<file path="config.mk">
export PLATFORM = sky130hd
export DESIGN_NAME = masb_sfr_bank
export DESIGN_NICKNAME = d
export VERILOG_FILES = /design/src/masb_pkg.sv /design/src/masb_byte_reg.sv /design/src/masb_sfr_bank.sv
export SDC_FILE = /design/constraint.sdc
export NUM_CORES = 1
export LEC_CHECK = 0
export ABC_AREA = 1
export ABC_CLOCK_PERIOD_IN_PS = 2300
export BUFFER_PORTS_ARGS = -buffer_cell sky130_fd_sc_hd__buf_4
export CELL_PAD_IN_SITES_DETAIL_PLACEMENT = 1
export CELL_PAD_IN_SITES_GLOBAL_PLACEMENT = 1
export CORE_MARGIN = 2
export CORE_UTILIZATION = 35
export CTS_CLUSTER_DIAMETER = 150
export DETAILED_ROUTE_END_ITERATION = 16
export PLACE_DENSITY = 0.65
export REMOVE_ABC_BUFFERS = 1
export SYNTH_ARGS = -nofsm -noshare
export SYNTH_HDL_FRONTEND = slang
export SYNTH_SLANG_ARGS = --single-unit
</file>
<file path="constraint.sdc">
create_clock -name i_clk_sys -period 2.3 [get_ports i_clk_sys]
set_input_delay 0.23 -clock i_clk_sys [delete_from_list [all_inputs] [get_ports i_clk_sys]]
set_output_delay 0.23 -clock i_clk_sys [all_outputs]
set_load 0.01 [all_outputs]
</file>
<file path="src/masb_pkg.sv">
/*
  Package for the address map and peripheral register bank: region bounds, register table,
  reset values, option-dependent reset values, write masks and the region decoder.
  Assumes a 20-bit byte-addressed CPU space; every register is one byte wide.
*/
package masb_pkg;

  // ==========================================================================
  // Widths
  localparam int BUS_ADDR_W = 20;
  localparam int RDATA_W    = 32;
  localparam int BYTE_W     = 8;
  localparam int BE_W       = 4;
  localparam logic [BYTE_W-1:0] ZERO_BYTE = 8'h00;

  // ==========================================================================
  // Region bounds
  localparam logic [19:0] SFR0_LO  = 20'h00000;
  localparam logic [19:0] SFR0_HI  = 20'h002FF;
  localparam logic [19:0] RAM_LO   = 20'h00400;
  localparam logic [19:0] RAM_HI   = 20'h00DFF;
  localparam logic [19:0] SFR1_LO  = 20'h02C00;
  localparam logic [19:0] SFR1_HI  = 20'h02FFF;
  localparam logic [19:0] FLASH_LO = 20'h03000;
  localparam logic [19:0] FLASH_HI = 20'h03FFF;
  localparam logic [19:0] ROM_LO   = 20'h08000;
  localparam logic [19:0] ROM_HI   = 20'h0FFFF;
  localparam logic [19:0] VEC_LO   = 20'h0FFDC;
  localparam logic [19:0] VEC_HI   = 20'h0FFFF;

  // Transfer-controller vector area followed by 8-byte control-data blocks 0 to 5
  localparam logic [19:0] XFER_LO    = 20'h02C00;
  localparam logic [19:0] XFER_HI    = 20'h02C6F;
  localparam int          XFER_BYTES = 112;
  localparam int          XFER_IDX_W = 7;

  // ==========================================================================
  // Specially handled registers
  localparam logic [19:0] RSTCAUSE_OFS  = 20'h0000B;
  localparam logic [19:0] WDOG_RFSH_OFS = 20'h0000D;
  localparam logic [19:0] WDOG_STRT_OFS = 20'h0000E;
  localparam int          COLD_WARM_BIT   = 7;
  localparam int          TWOWIRE_SEL_BIT = 0;

  // ==========================================================================
  // Region codes
  typedef enum logic [2:0] {
    REGION_SFR_LOW, REGION_SFR_HIGH, REGION_RAM, REGION_FLASH, REGION_ROM, REGION_VECTOR, REGION_NONE
  } masb_region_t;

  // Reset-value or 004Fh address-steering selection per register
  localparam logic [2:0] OPT_NONE    = 3'h0;
  localparam logic [2:0] OPT_PROTECT = 3'h1;
  localparam logic [2:0] OPT_VDETECT = 3'h2;
  localparam logic [2:0] OPT_SYNSER  = 3'h3;
  localparam logic [2:0] OPT_TWOWIRE = 3'h4;

  // ==========================================================================
  // Register table
  localparam int REG_N       = 48;
  localparam int IDX_CSRC_PROT = 10;
  localparam int IDX_VDET2     = 23;
  localparam int IDX_VMON0     = 25;
  localparam int IDX_TMRC_IRQ  = 29;
  localparam int IDX_SSER_IRQ  = 35;
  localparam int IDX_TWI_IRQ   = 36;
  localparam int IDX_PIN0_IRQ  = 43;
  localparam int IDX_SER_SEL   = 47;

  localparam logic [19:0] REG_OFS [REG_N] = '{
    20'h00004, 20'h00005, 20'h00006, 20'h00007, 20'h00008, 20'h00009, 20'h0000A, 20'h0000C,
    20'h0000F, 20'h00015, 20'h0001C, 20'h00023, 20'h00024, 20'h00025, 20'h00026, 20'h00028,
    20'h00029, 20'h0002A, 20'h0002B, 20'h0002F, 20'h00030, 20'h00031, 20'h00033, 20'h00034,
    20'h00036, 20'h00038, 20'h00039, 20'h0003A, 20'h00041, 20'h00047, 20'h0004A, 20'h0004B,
    20'h0004C, 20'h0004D, 20'h0004E, 20'h0004F, 20'h0004F, 20'h00051, 20'h00052, 20'h00056,
    20'h00058, 20'h00059, 20'h0005A, 20'h0005D, 20'h0005E, 20'h00072, 20'h00073, 20'h002FC};

  // Value when the option condition does not apply (also the asynchronous reset value)
  localparam logic [7:0] REG_RST [REG_N] = '{
    8'h00, 8'h00, 8'h28, 8'h20, 8'h00, 8'h00, 8'h00, 8'h04, 8'h3F, 8'h00, 8'h00, 8'h00,
    8'h00, 8'h00, 8'h00, 8'h00, 8'h00, 8'h00, 8'h00, 8'h00, 8'h00, 8'h00, 8'h08, 8'h00,
    8'h07, 8'hC2, 8'h8A, 8'h82, 8'h00, 8'h00, 8'h00, 8'h00, 8'h00, 8'h00, 8'h00, 8'h00,
    8'h00, 8'h00, 8'h00, 8'h00, 8'h00, 8'h00, 8'h00, 8'h00, 8'h00, 8'h00, 8'h00, 8'h00};

  // Value when the option bit reads 0
  localparam logic [7:0] REG_ALT [REG_N] = '{
    8'h00, 8'h00, 8'h28, 8'h20, 8'h00, 8'h00, 8'h00, 8'h04, 8'h3F, 8'h00, 8'h80, 8'h00,
    8'h00, 8'h00, 8'h00, 8'h00, 8'h00, 8'h00, 8'h00, 8'h00, 8'h00, 8'h00, 8'h08, 8'h20,
    8'h07, 8'hC3, 8'h8A, 8'h82, 8'h00, 8'h00, 8'h00, 8'h00, 8'h00, 8'h00, 8'h00, 8'h00,
    8'h00, 8'h00, 8'h00, 8'h00, 8'h00, 8'h00, 8'h00, 8'h00, 8'h00, 8'h00, 8'h00, 8'h00};

  localparam logic [7:0] REG_WMASK [REG_N] = '{
    8'hFF, 8'hFF, 8'hFF, 8'hFF, 8'hFF, 8'hFF, 8'hFF, 8'hFF, 8'hFF, 8'h00, 8'hFF, 8'hFF,
    8'hFF, 8'hFF, 8'hFF, 8'hFF, 8'h00, 8'h00, 8'h00, 8'hFF, 8'hFF, 8'hFF, 8'h00, 8'hFF,
    8'hFF, 8'hFF, 8'hFF, 8'hFF, 8'hFF, 8'hFF, 8'hFF, 8'hFF, 8'hFF, 8'hFF, 8'hFF, 8'hFF,
    8'hFF, 8'hFF, 8'hFF, 8'hFF, 8'hFF, 8'hFF, 8'hFF, 8'hFF, 8'hFF, 8'hFF, 8'hFF, 8'hFF};

  localparam logic [2:0] REG_OPT [REG_N] = '{
    3'h0, 3'h0, 3'h0, 3'h0, 3'h0, 3'h0, 3'h0, 3'h0, 3'h0, 3'h0, 3'h1, 3'h0,
    3'h0, 3'h0, 3'h0, 3'h0, 3'h0, 3'h0, 3'h0, 3'h0, 3'h0, 3'h0, 3'h0, 3'h2,
    3'h0, 3'h2, 3'h0, 3'h0, 3'h0, 3'h0, 3'h0, 3'h0, 3'h0, 3'h0, 3'h0, 3'h3,
    3'h4, 3'h0, 3'h0, 3'h0, 3'h0, 3'h0, 3'h0, 3'h0, 3'h0, 3'h0, 3'h0, 3'h0};

  // ==========================================================================
  // Region decoder; the vector table is tested before the ROM that contains it
  function automatic masb_region_t masb_decode(input logic [19:0] a);
    masb_region_t r;
    r = REGION_NONE;
    if (a >= VEC_LO && a <= VEC_HI) begin
      r = REGION_VECTOR;
    end else if (a >= ROM_LO && a <= ROM_HI) begin
      r = REGION_ROM;
    end else if (a >= FLASH_LO && a <= FLASH_HI) begin
      r = REGION_FLASH;
    end else if (a >= RAM_LO && a <= RAM_HI) begin
      r = REGION_RAM;
    end else if (a <= SFR0_HI) begin
      r = REGION_SFR_LOW;
    end else if (a >= SFR1_LO && a <= SFR1_HI) begin
      r = REGION_SFR_HIGH;
    end
    return r;
  endfunction

endpackage

</file>
<file path="src/masb_byte_reg.sv">
/*
  One byte-wide peripheral register with a write mask and a synchronous reload.
  Assumes the reload value is held stable while i_load is high.
*/
`timescale 1ns/1ps
module masb_byte_reg #(
  parameter logic [7:0] RST_VAL = 8'h00,
  parameter logic [7:0] WMASK   = 8'hFF
) (
  // Clock and reset
  input  wire logic       i_clk_sys,
  input  wire logic       i_resetn,
  // Reload and write
  input  wire logic       i_load,
  input  wire logic [7:0] i_load_val,
  input  wire logic       i_we,
  input  wire logic [7:0] i_wdata,
  // Value
  output logic      [7:0] o_q
);

  // ==========================================================================
  // Storage; reload wins over a write in the same cycle
  always_ff @(posedge i_clk_sys or negedge i_resetn) begin
    if (!i_resetn) begin
      o_q <= RST_VAL;
    end else if (i_load) begin
      o_q <= i_load_val;
    end else if (i_we) begin
      o_q <= (o_q & ~WMASK) | (i_wdata & WMASK);
    end
  end

endmodule

</file>
<file path="src/masb_sfr_bank.sv">
/*
  Address map decoder and peripheral register bank behind an Avalon-MM slave.
  Assumes word addressing: slave word index equals the CPU byte address; data in bits 7:0.
  Secondary reset requests and option bits are synchronous to i_clk_sys.
*/
// Function
// - Decode a full 20-bit one-megabyte space
// - Program ROM at 08000h through 0FFFFh
// - Vector table at 0FFDCh through 0FFFFh
// - Data flash at 03000h through 03FFFh
// - RAM from 00400h to 00DFFh, data and stack
// - Register windows 00000h-002FFh and 02C00h-02FFFh
// - Empty addresses in register windows are reserved
// - Cold/warm bit cleared on power-on, monitor-0 reset
// - Cold/warm bit kept on pin, software, watchdog
// - Count-source protect reset follows protect option
// - Second voltage-detect reset follows start option
// - Monitor-0 control reset follows start option
// - 004Fh steered by serial/two-wire select bit
// - Peripheral interrupt controls reset low three bits
// - Pin interrupt controls clear bits 5:4, 2:0
// - Transfer vector area 2C00h-2C3Fh, undefined contents
`timescale 1ns/1ps
module masb_sfr_bank
  import masb_pkg::*;
(
  // Clock and power-on reset
  input  wire logic                  i_clk_sys,
  input  wire logic                  i_resetn,
  // Secondary reset requests
  input  wire logic                  i_rst_pin,
  input  wire logic                  i_rst_soft,
  input  wire logic                  i_rst_wdog,
  input  wire logic                  i_rst_vmon0,
  // Option area bits
  input  wire logic                  i_opt_protect_init,
  input  wire logic                  i_opt_vdetect_start,
  // Avalon-MM slave
  input  wire logic [BUS_ADDR_W-1:0] i_avs_address,
  input  wire logic                  i_avs_read,
  input  wire logic                  i_avs_write,
  input  wire logic [RDATA_W-1:0]    i_avs_writedata,
  input  wire logic [BE_W-1:0]       i_avs_byteenable,
  output logic      [RDATA_W-1:0]    o_avs_readdata,
  output logic                       o_avs_waitrequest,
  // Status
  output masb_region_t               o_region,
  output logic                       o_reserved_hit,
  output logic                       o_wdog_refresh,
  output logic                       o_wdog_start,
  output logic                       o_twowire_sel
);

  // ==========================================================================
  // Bus handshake: one wait state on every access
  logic                  ack_q;
  logic                  req;
  logic                  wr_acc;
  logic [BYTE_W-1:0]     wbyte;

  assign req               = i_avs_read | i_avs_write;
  assign o_avs_waitrequest = req & ~ack_q;
  assign wr_acc            = i_avs_write & ack_q & i_avs_byteenable[0];
  assign wbyte             = i_avs_writedata[BYTE_W-1:0];

  always_ff @(posedge i_clk_sys or negedge i_resetn) begin
    if (!i_resetn) begin
      ack_q <= 1'b0;
    end else begin
      ack_q <= req & ~ack_q;
    end
  end

  // ==========================================================================
  // Reset sequencing
  // Option bits cannot feed an asynchronous reset, so defaults are reloaded one cycle after release
  logic init_q;
  logic any_soft_rst;

  assign any_soft_rst = i_rst_pin | i_rst_soft | i_rst_wdog | i_rst_vmon0;

  always_ff @(posedge i_clk_sys or negedge i_resetn) begin
    if (!i_resetn) begin
      init_q <= 1'b1;
    end else begin
      init_q <= any_soft_rst;
    end
  end

  // ==========================================================================
  // Address decode
  masb_region_t          region;
  logic [REG_N-1:0]      reg_hit;
  logic                  rstcause_hit;
  logic                  wdr_hit;
  logic                  wds_hit;
  logic                  xfer_hit;
  logic [XFER_IDX_W-1:0] xfer_idx;
  logic                  in_sfr;
  logic                  reserved;
  logic [19:0]           xfer_off;

  assign region       = masb_decode(i_avs_address);
  assign in_sfr       = (region == REGION_SFR_LOW) || (region == REGION_SFR_HIGH);
  assign rstcause_hit = (i_avs_address == RSTCAUSE_OFS);
  assign wdr_hit      = (i_avs_address == WDOG_RFSH_OFS);
  assign wds_hit      = (i_avs_address == WDOG_STRT_OFS);
  assign xfer_hit     = (i_avs_address >= XFER_LO) && (i_avs_address <= XFER_HI);
  assign xfer_off     = i_avs_address - XFER_LO;
  assign xfer_idx     = xfer_off[XFER_IDX_W-1:0];
  // Everything in a window that no register or store claims
  assign reserved     = in_sfr & ~(|reg_hit) & ~rstcause_hit & ~wdr_hit & ~wds_hit
                      & ~xfer_hit;

  // ==========================================================================
  // Register array
  logic [REG_N-1:0][BYTE_W-1:0] reg_val;

  assign o_twowire_sel = reg_val[IDX_SER_SEL][TWOWIRE_SEL_BIT];

  genvar gi;
  generate
    for (gi = 0; gi < REG_N; gi++) begin : g_reg
      logic [BYTE_W-1:0] load_val;
      logic              sel_ok;

      always_comb begin
        case (REG_OPT[gi])
          OPT_SYNSER:  sel_ok = ~o_twowire_sel;
          OPT_TWOWIRE: sel_ok = o_twowire_sel;
          default:     sel_ok = 1'b1;
        endcase
      end

      always_comb begin
        case (REG_OPT[gi])
          OPT_PROTECT: load_val = i_opt_protect_init ? REG_RST[gi] : REG_ALT[gi];
          OPT_VDETECT: load_val = i_opt_vdetect_start ? REG_RST[gi] : REG_ALT[gi];
          default:     load_val = REG_RST[gi];
        endcase
      end

      assign reg_hit[gi] = (i_avs_address == REG_OFS[gi]) & sel_ok;

      masb_byte_reg #(
        .RST_VAL (REG_RST[gi]),
        .WMASK   (REG_WMASK[gi])
      ) u_reg (
        .i_clk_sys  (i_clk_sys),
        .i_resetn   (i_resetn),
        .i_load     (init_q),
        .i_load_val (load_val),
        .i_we       (wr_acc & reg_hit[gi]),
        .i_wdata    (wbyte),
        .o_q        (reg_val[gi])
      );
    end
  endgenerate

  // ==========================================================================
  // Reset cause: only the cold/warm bit is held; software writes 1 to mark a warm start
  logic cold_warm_q;

  // Pin, software and watchdog resets are deliberately absent, so the bit survives them
  always_ff @(posedge i_clk_sys or negedge i_resetn) begin
    if (!i_resetn) begin
      cold_warm_q <= 1'b0;
    end else if (i_rst_vmon0) begin
      cold_warm_q <= 1'b0;
    end else if (wr_acc & rstcause_hit & wbyte[COLD_WARM_BIT]) begin
      cold_warm_q <= 1'b1;
    end
  end

  // ==========================================================================
  // Transfer-controller storage: no reset, contents undefined until written
  logic [BYTE_W-1:0] xfer_mem_q [XFER_BYTES];

  always_ff @(posedge i_clk_sys) begin
    if (wr_acc & xfer_hit) begin
      xfer_mem_q[xfer_idx] <= wbyte;
    end
  end

  // ==========================================================================
  // Read mux; memories live outside this block, so their regions read zero here
  logic [BYTE_W-1:0] rd_byte;

  always_comb begin
    rd_byte = ZERO_BYTE;
    for (int k = 0; k < REG_N; k++) begin
      if (reg_hit[k]) begin
        rd_byte = rd_byte | reg_val[k];
      end
    end
    if (rstcause_hit) begin
      rd_byte[COLD_WARM_BIT] = cold_warm_q;
    end
    if (xfer_hit) begin
      rd_byte = xfer_mem_q[xfer_idx];
    end
  end

  always_ff @(posedge i_clk_sys or negedge i_resetn) begin
    if (!i_resetn) begin
      o_avs_readdata <= '0;
    end else if (i_avs_read & ~ack_q) begin
      o_avs_readdata <= {{(RDATA_W-BYTE_W){1'b0}}, rd_byte};
    end
  end

  // ==========================================================================
  // Status outputs, captured on the accepting edge
  always_ff @(posedge i_clk_sys or negedge i_resetn) begin
    if (!i_resetn) begin
      o_region       <= REGION_NONE;
      o_reserved_hit <= 1'b0;
    end else begin
      if (req & ack_q) begin
        o_region <= region;
      end
      o_reserved_hit <= req & ack_q & reserved;
    end
  end

  always_ff @(posedge i_clk_sys or negedge i_resetn) begin
    if (!i_resetn) begin
      o_wdog_refresh <= 1'b0;
      o_wdog_start   <= 1'b0;
    end else begin
      o_wdog_refresh <= wr_acc & wdr_hit;
      o_wdog_start   <= wr_acc & wds_hit;
    end
  end
endmodule

</file>
==> summary.txt <==
Route
  • Post-route ant nets: 0
  • DRT iter0 DRCs: 3,735
  • Routed via count: 41,600
  • DRC: 0
  • Final WL: 193,000 µm
  • Via density: between 5 and 6
  • WL/cell: 24.0 µm
  • Drt first pass iters: 6

Place
  • # port buffers: 54
  • Setup WS pre-CTS: -0.694 ns
  • Placed cell area: 60,700 µm²
  • Dpl cells: approximately 8,000
  • Dpl hpwl: 130,000 µm
  • Placer Congestion: 0.909

GRT
  • GRT Total Usage: 0.252
  • Vias in the first global route: ~43,000
  • GRT Residual Overflow: 0
  • First-pass GRT wire length: 286,000 µm
  • Pin count of the biggest net entering global routing: 115
  • Initial antenna violation count: 6

Worst setup path
  • CP peak stage delay: 0.49 ns
  • Setup slack, reg-to-reg: 0.14 ns
  • Delay-heaviest family, CP: simple AND/OR/NAND/NOR gates
  • R2R depth: 10
  • Worst Path Max Fanout: 43
  • Crit path DAT: 2.93 ns
  • Worst Path Required: 2.97 ns
  • Crit path top cell by count: nand2_1
  • Slowest CP cell: a21oi_1
  • Crit. End Element: register
  • Worst-path cell chain: clkbuf_8 -> nand2_1 -> buf_4 -> inv_6 -> buf_12 -> buf_4 -> nand2_1 -> nand4_1 -> nand2_1 -> nand2_1 -> o21ai_0 -> nand2_1 -> a21oi_1 -> nand2_1 -> nand3_1 -> nand2_1
  • Worst r2r dst: o_avs_readdata[3]$_DFFE_PN0P_
  • Reg-to-Reg Start: xfer_mem_q[87][3]$_DFFE_PP_
  • CP Buf/Inv Count: 5
  • Crit path launch type: input pin
  • CP Class: in -> reg

Finish
  • Post-route insts no fill: 8,041
  • Post-layout nets: ~6,000
  • Layout cells sized above 1: 0.167
  • Area delta synth->final: 23.9%
  • Finished Cell Area: 65,400 µm²

Synthesis
  • Compound-Gate Fraction of Synth Area: 0.0518
  • Synth Area in Simple Gates: 0.239
  • Post-Synth XOR/XNOR Area: 0
  • Mapped Cells: 5,304
  • Syn avg cell area: 9.96 µm²
  • Post-synth EDFFs: 896
  • Yosys top cell area share: 0.510
  • Ys flop type: edfxtp_1
  • Synth Area in Adders: 0
  • Post-synthesis mux area share: 0.000640
  • Largest family of logic cells by synthesized area: simple AND/OR/NAND/NOR gates
  • Yosys warning count: 0
  • Synthesized area: 52,800 µm²
  • Post-synthesis cell type count: 41
  • Leading area contributor after synthesis: edfxtp_1
  • Flops & latches, synth: 1,257
  • Post-synth ARST share: 0.287
  • Sequential-to-total area share from yosys stat: 0.681
  • Area contributors post-synth: edfxtp_1, nand2_1, dfrtp_1, o21ai_0, nor2_1

Clock network
  • Clock Sinks: 1,257
  • Clock buffer depth: 3
  • Number of CTS-inserted buffers: ~140
  • CTS tree: done
  • Clk pin slew, worst setup/hold paths: ~0.060 ns
  • Root Driver: clkbuf_16
  • Worst skew pair latency: 0.80 ns
  • H-tree lvl count: 4

STA
  • Worst setup margin: 0.0368 ns
  • Period utilization: 0.984
  • Worst-Margin Slew: 0.751 ns
  • Fin. Hold Viols: 0
  • Max Freq: 0.442 GHz
  • Worst slew margin: 0.499
  • Hold Slack: between 0.005 and 0.006 ns
  • Slew Viols, Final: 0
  • RSZ-0062 raised after global routing: false
  • Fin Clk Skew: 0.0535 ns
  • Min cycle time layout: 2.26 ns
  • Endpoints failing setup: 0

Hold path
  • Hold Startpoint: i_avs_writedata[3]
  • Hold Crit Depth: 2
  • Min-Delay Endpoint: xfer_mem_q[6][3]$_DFFE_PP_
  • Worst hold path type: in -> reg

Die
  • Die X: 392 µm
  • Initial core utilization: 0.353
  • Die footprint: 154,000 µm²
  • Core Region: 150,000 µm²
  • Ports: 106
  • Row count: 142
  • Die Ht: 392 µm

Power
  • Pwr dens: roughly 760 nW/µm²
  • Leakage: 27.3 nW
  • Worst vdd ir: 561 µV

Run
  • Max Cap Viol: 0

Run status
  • Outcome: complete, no violations
where the power goes:
| part | total [mW] | switching [mW] | internal [mW] | leakage [nW] |
|---|---|---|---|---|
| registers | 24.6 | 0.120 | 24.5 | 13.0 |
| clock network | 22.2 | 9.60 | 12.6 | 2.20 |
| logic | 3.11 | 2.20 | 0.906 | 12.2 |
| total | 49.9 | 11.9 | 38.0 | 27.3 |
synth_stat cells, drive strengths merged, types with 10 or more instances:
cell	count
a21oi	64
a22oi	48
buf	101
clkbuf	165
dfrtp	337
dfstp	24
edfxtp	896
inv	84
nand2	2499
nand3	141
nand4	92
nor2	418
nor3	10
o21ai	389
what timing repair did:
action | CTS | global route
hold buffers | 15 | 0
setup endpoints to repair | 4 | 104
resized for setup | 2 | 6
endpoints found under the hold margin | 429 | 0
buffers inserted | 0 | 0
layout by cell type, fill, tap and decap left out, types with 4 or more instances in the layout:
cell	synthesis	routed
nand3_1	141	141
clkinv_1	1	29
a31oi_1	5	4
buf_4	24	595
dlygate4sd3_1	0	15
nor4_1	7	7
nand4_1	92	92
bufinv_16	0	9
inv_1	68	67
clkbuf_1	165	32
nor2_4	11	17
o21ai_0	388	387
edfxtp_1	896	896
clkbuf_16	0	140
inv_2	16	14
clkinv_16	0	4
nor2_2	36	35
nor2_1	371	366
dfstp_2	24	24
or2_2	6	6
clkinv_2	0	20
nand2_2	6	8
nor3_1	8	8
conb_1	1	24
buf_12	0	94
clkbuf_8	0	10
nand2_1	2493	2491
inv_6	0	6
dfrtp_1	337	337
a21oi_1	63	62
clkinv_8	0	5
a22oi_1	48	48
routing by layer:
layer	global-route usage	up-vias	share of wire
li1	-	18800	-
met1	0.354	21100	0.45
met2	0.396	1383	0.45
met3	0.0482	321	0.070
met4	0.0755	2	0.030
met5	0	-	0.00010
cells by family after synthesis:
family / Yosys count
simple gates: 3177
other cells: 1
buf+inv: 351
flops: 1257
compound gates: 515
mux: 3
sequential cells by signal, summed over array words and instances (netlist names):
name,count
ack_q,1
cold_warm_q,1
g.u_reg.o_q,344
init_q,1
o_avs_readdata,8
o_region,3
o_reserved_hit,1
o_wdog_refresh,1
o_wdog_start,1
xfer_mem_q,896
stage by stage:
stage	setup TNS [ns]	power, mW	utilization
5_1_grt	0	51.4	0.437
6_report	0	49.9	0.437
3_3_place_gp	-410.42	28.1	0.405
2_1_floorplan	-2304.35	26.1	-
3_5_place_dp	-403.90	28.1	0.405
4_1_cts	0	50.3	0.437
worst max path at each step:
stage	slack (ns)	startpoint	to	cells past startpoint
after floorplan	-3.31	i_avs_address[1]	g_reg[2].u_reg.o_q[3]$_DFFE_PN1P_	8
after global placement	-0.67	i_avs_address[0]	o_avs_readdata[6]$_DFFE_PN0P_	16
after detailed placement	-0.69	i_avs_address[0]	o_avs_readdata[6]$_DFFE_PN0P_	16
after CTS	0.04	ack_q$_DFF_PN0_	xfer_mem_q[52][7]$_DFFE_PP_	8
after global routing	0.02	i_avs_address[0]	o_avs_readdata[3]$_DFFE_PN0P_	16
final	0.04	i_avs_address[0]	o_avs_readdata[3]$_DFFE_PN0P_	16
final cells by class:
cell class,instances,area (µm²)
multi-input cells,3719,15500
diodes,1,2.50
fillers,16700,84400
repair buffers,707,6540
inverters,85,337
clock inverters,75,772
well taps,2016,2520
clock buffers,181,3750
flip-flops and latches,1257,36000
No activity file was read; power rests on OpenSTA's default activity.
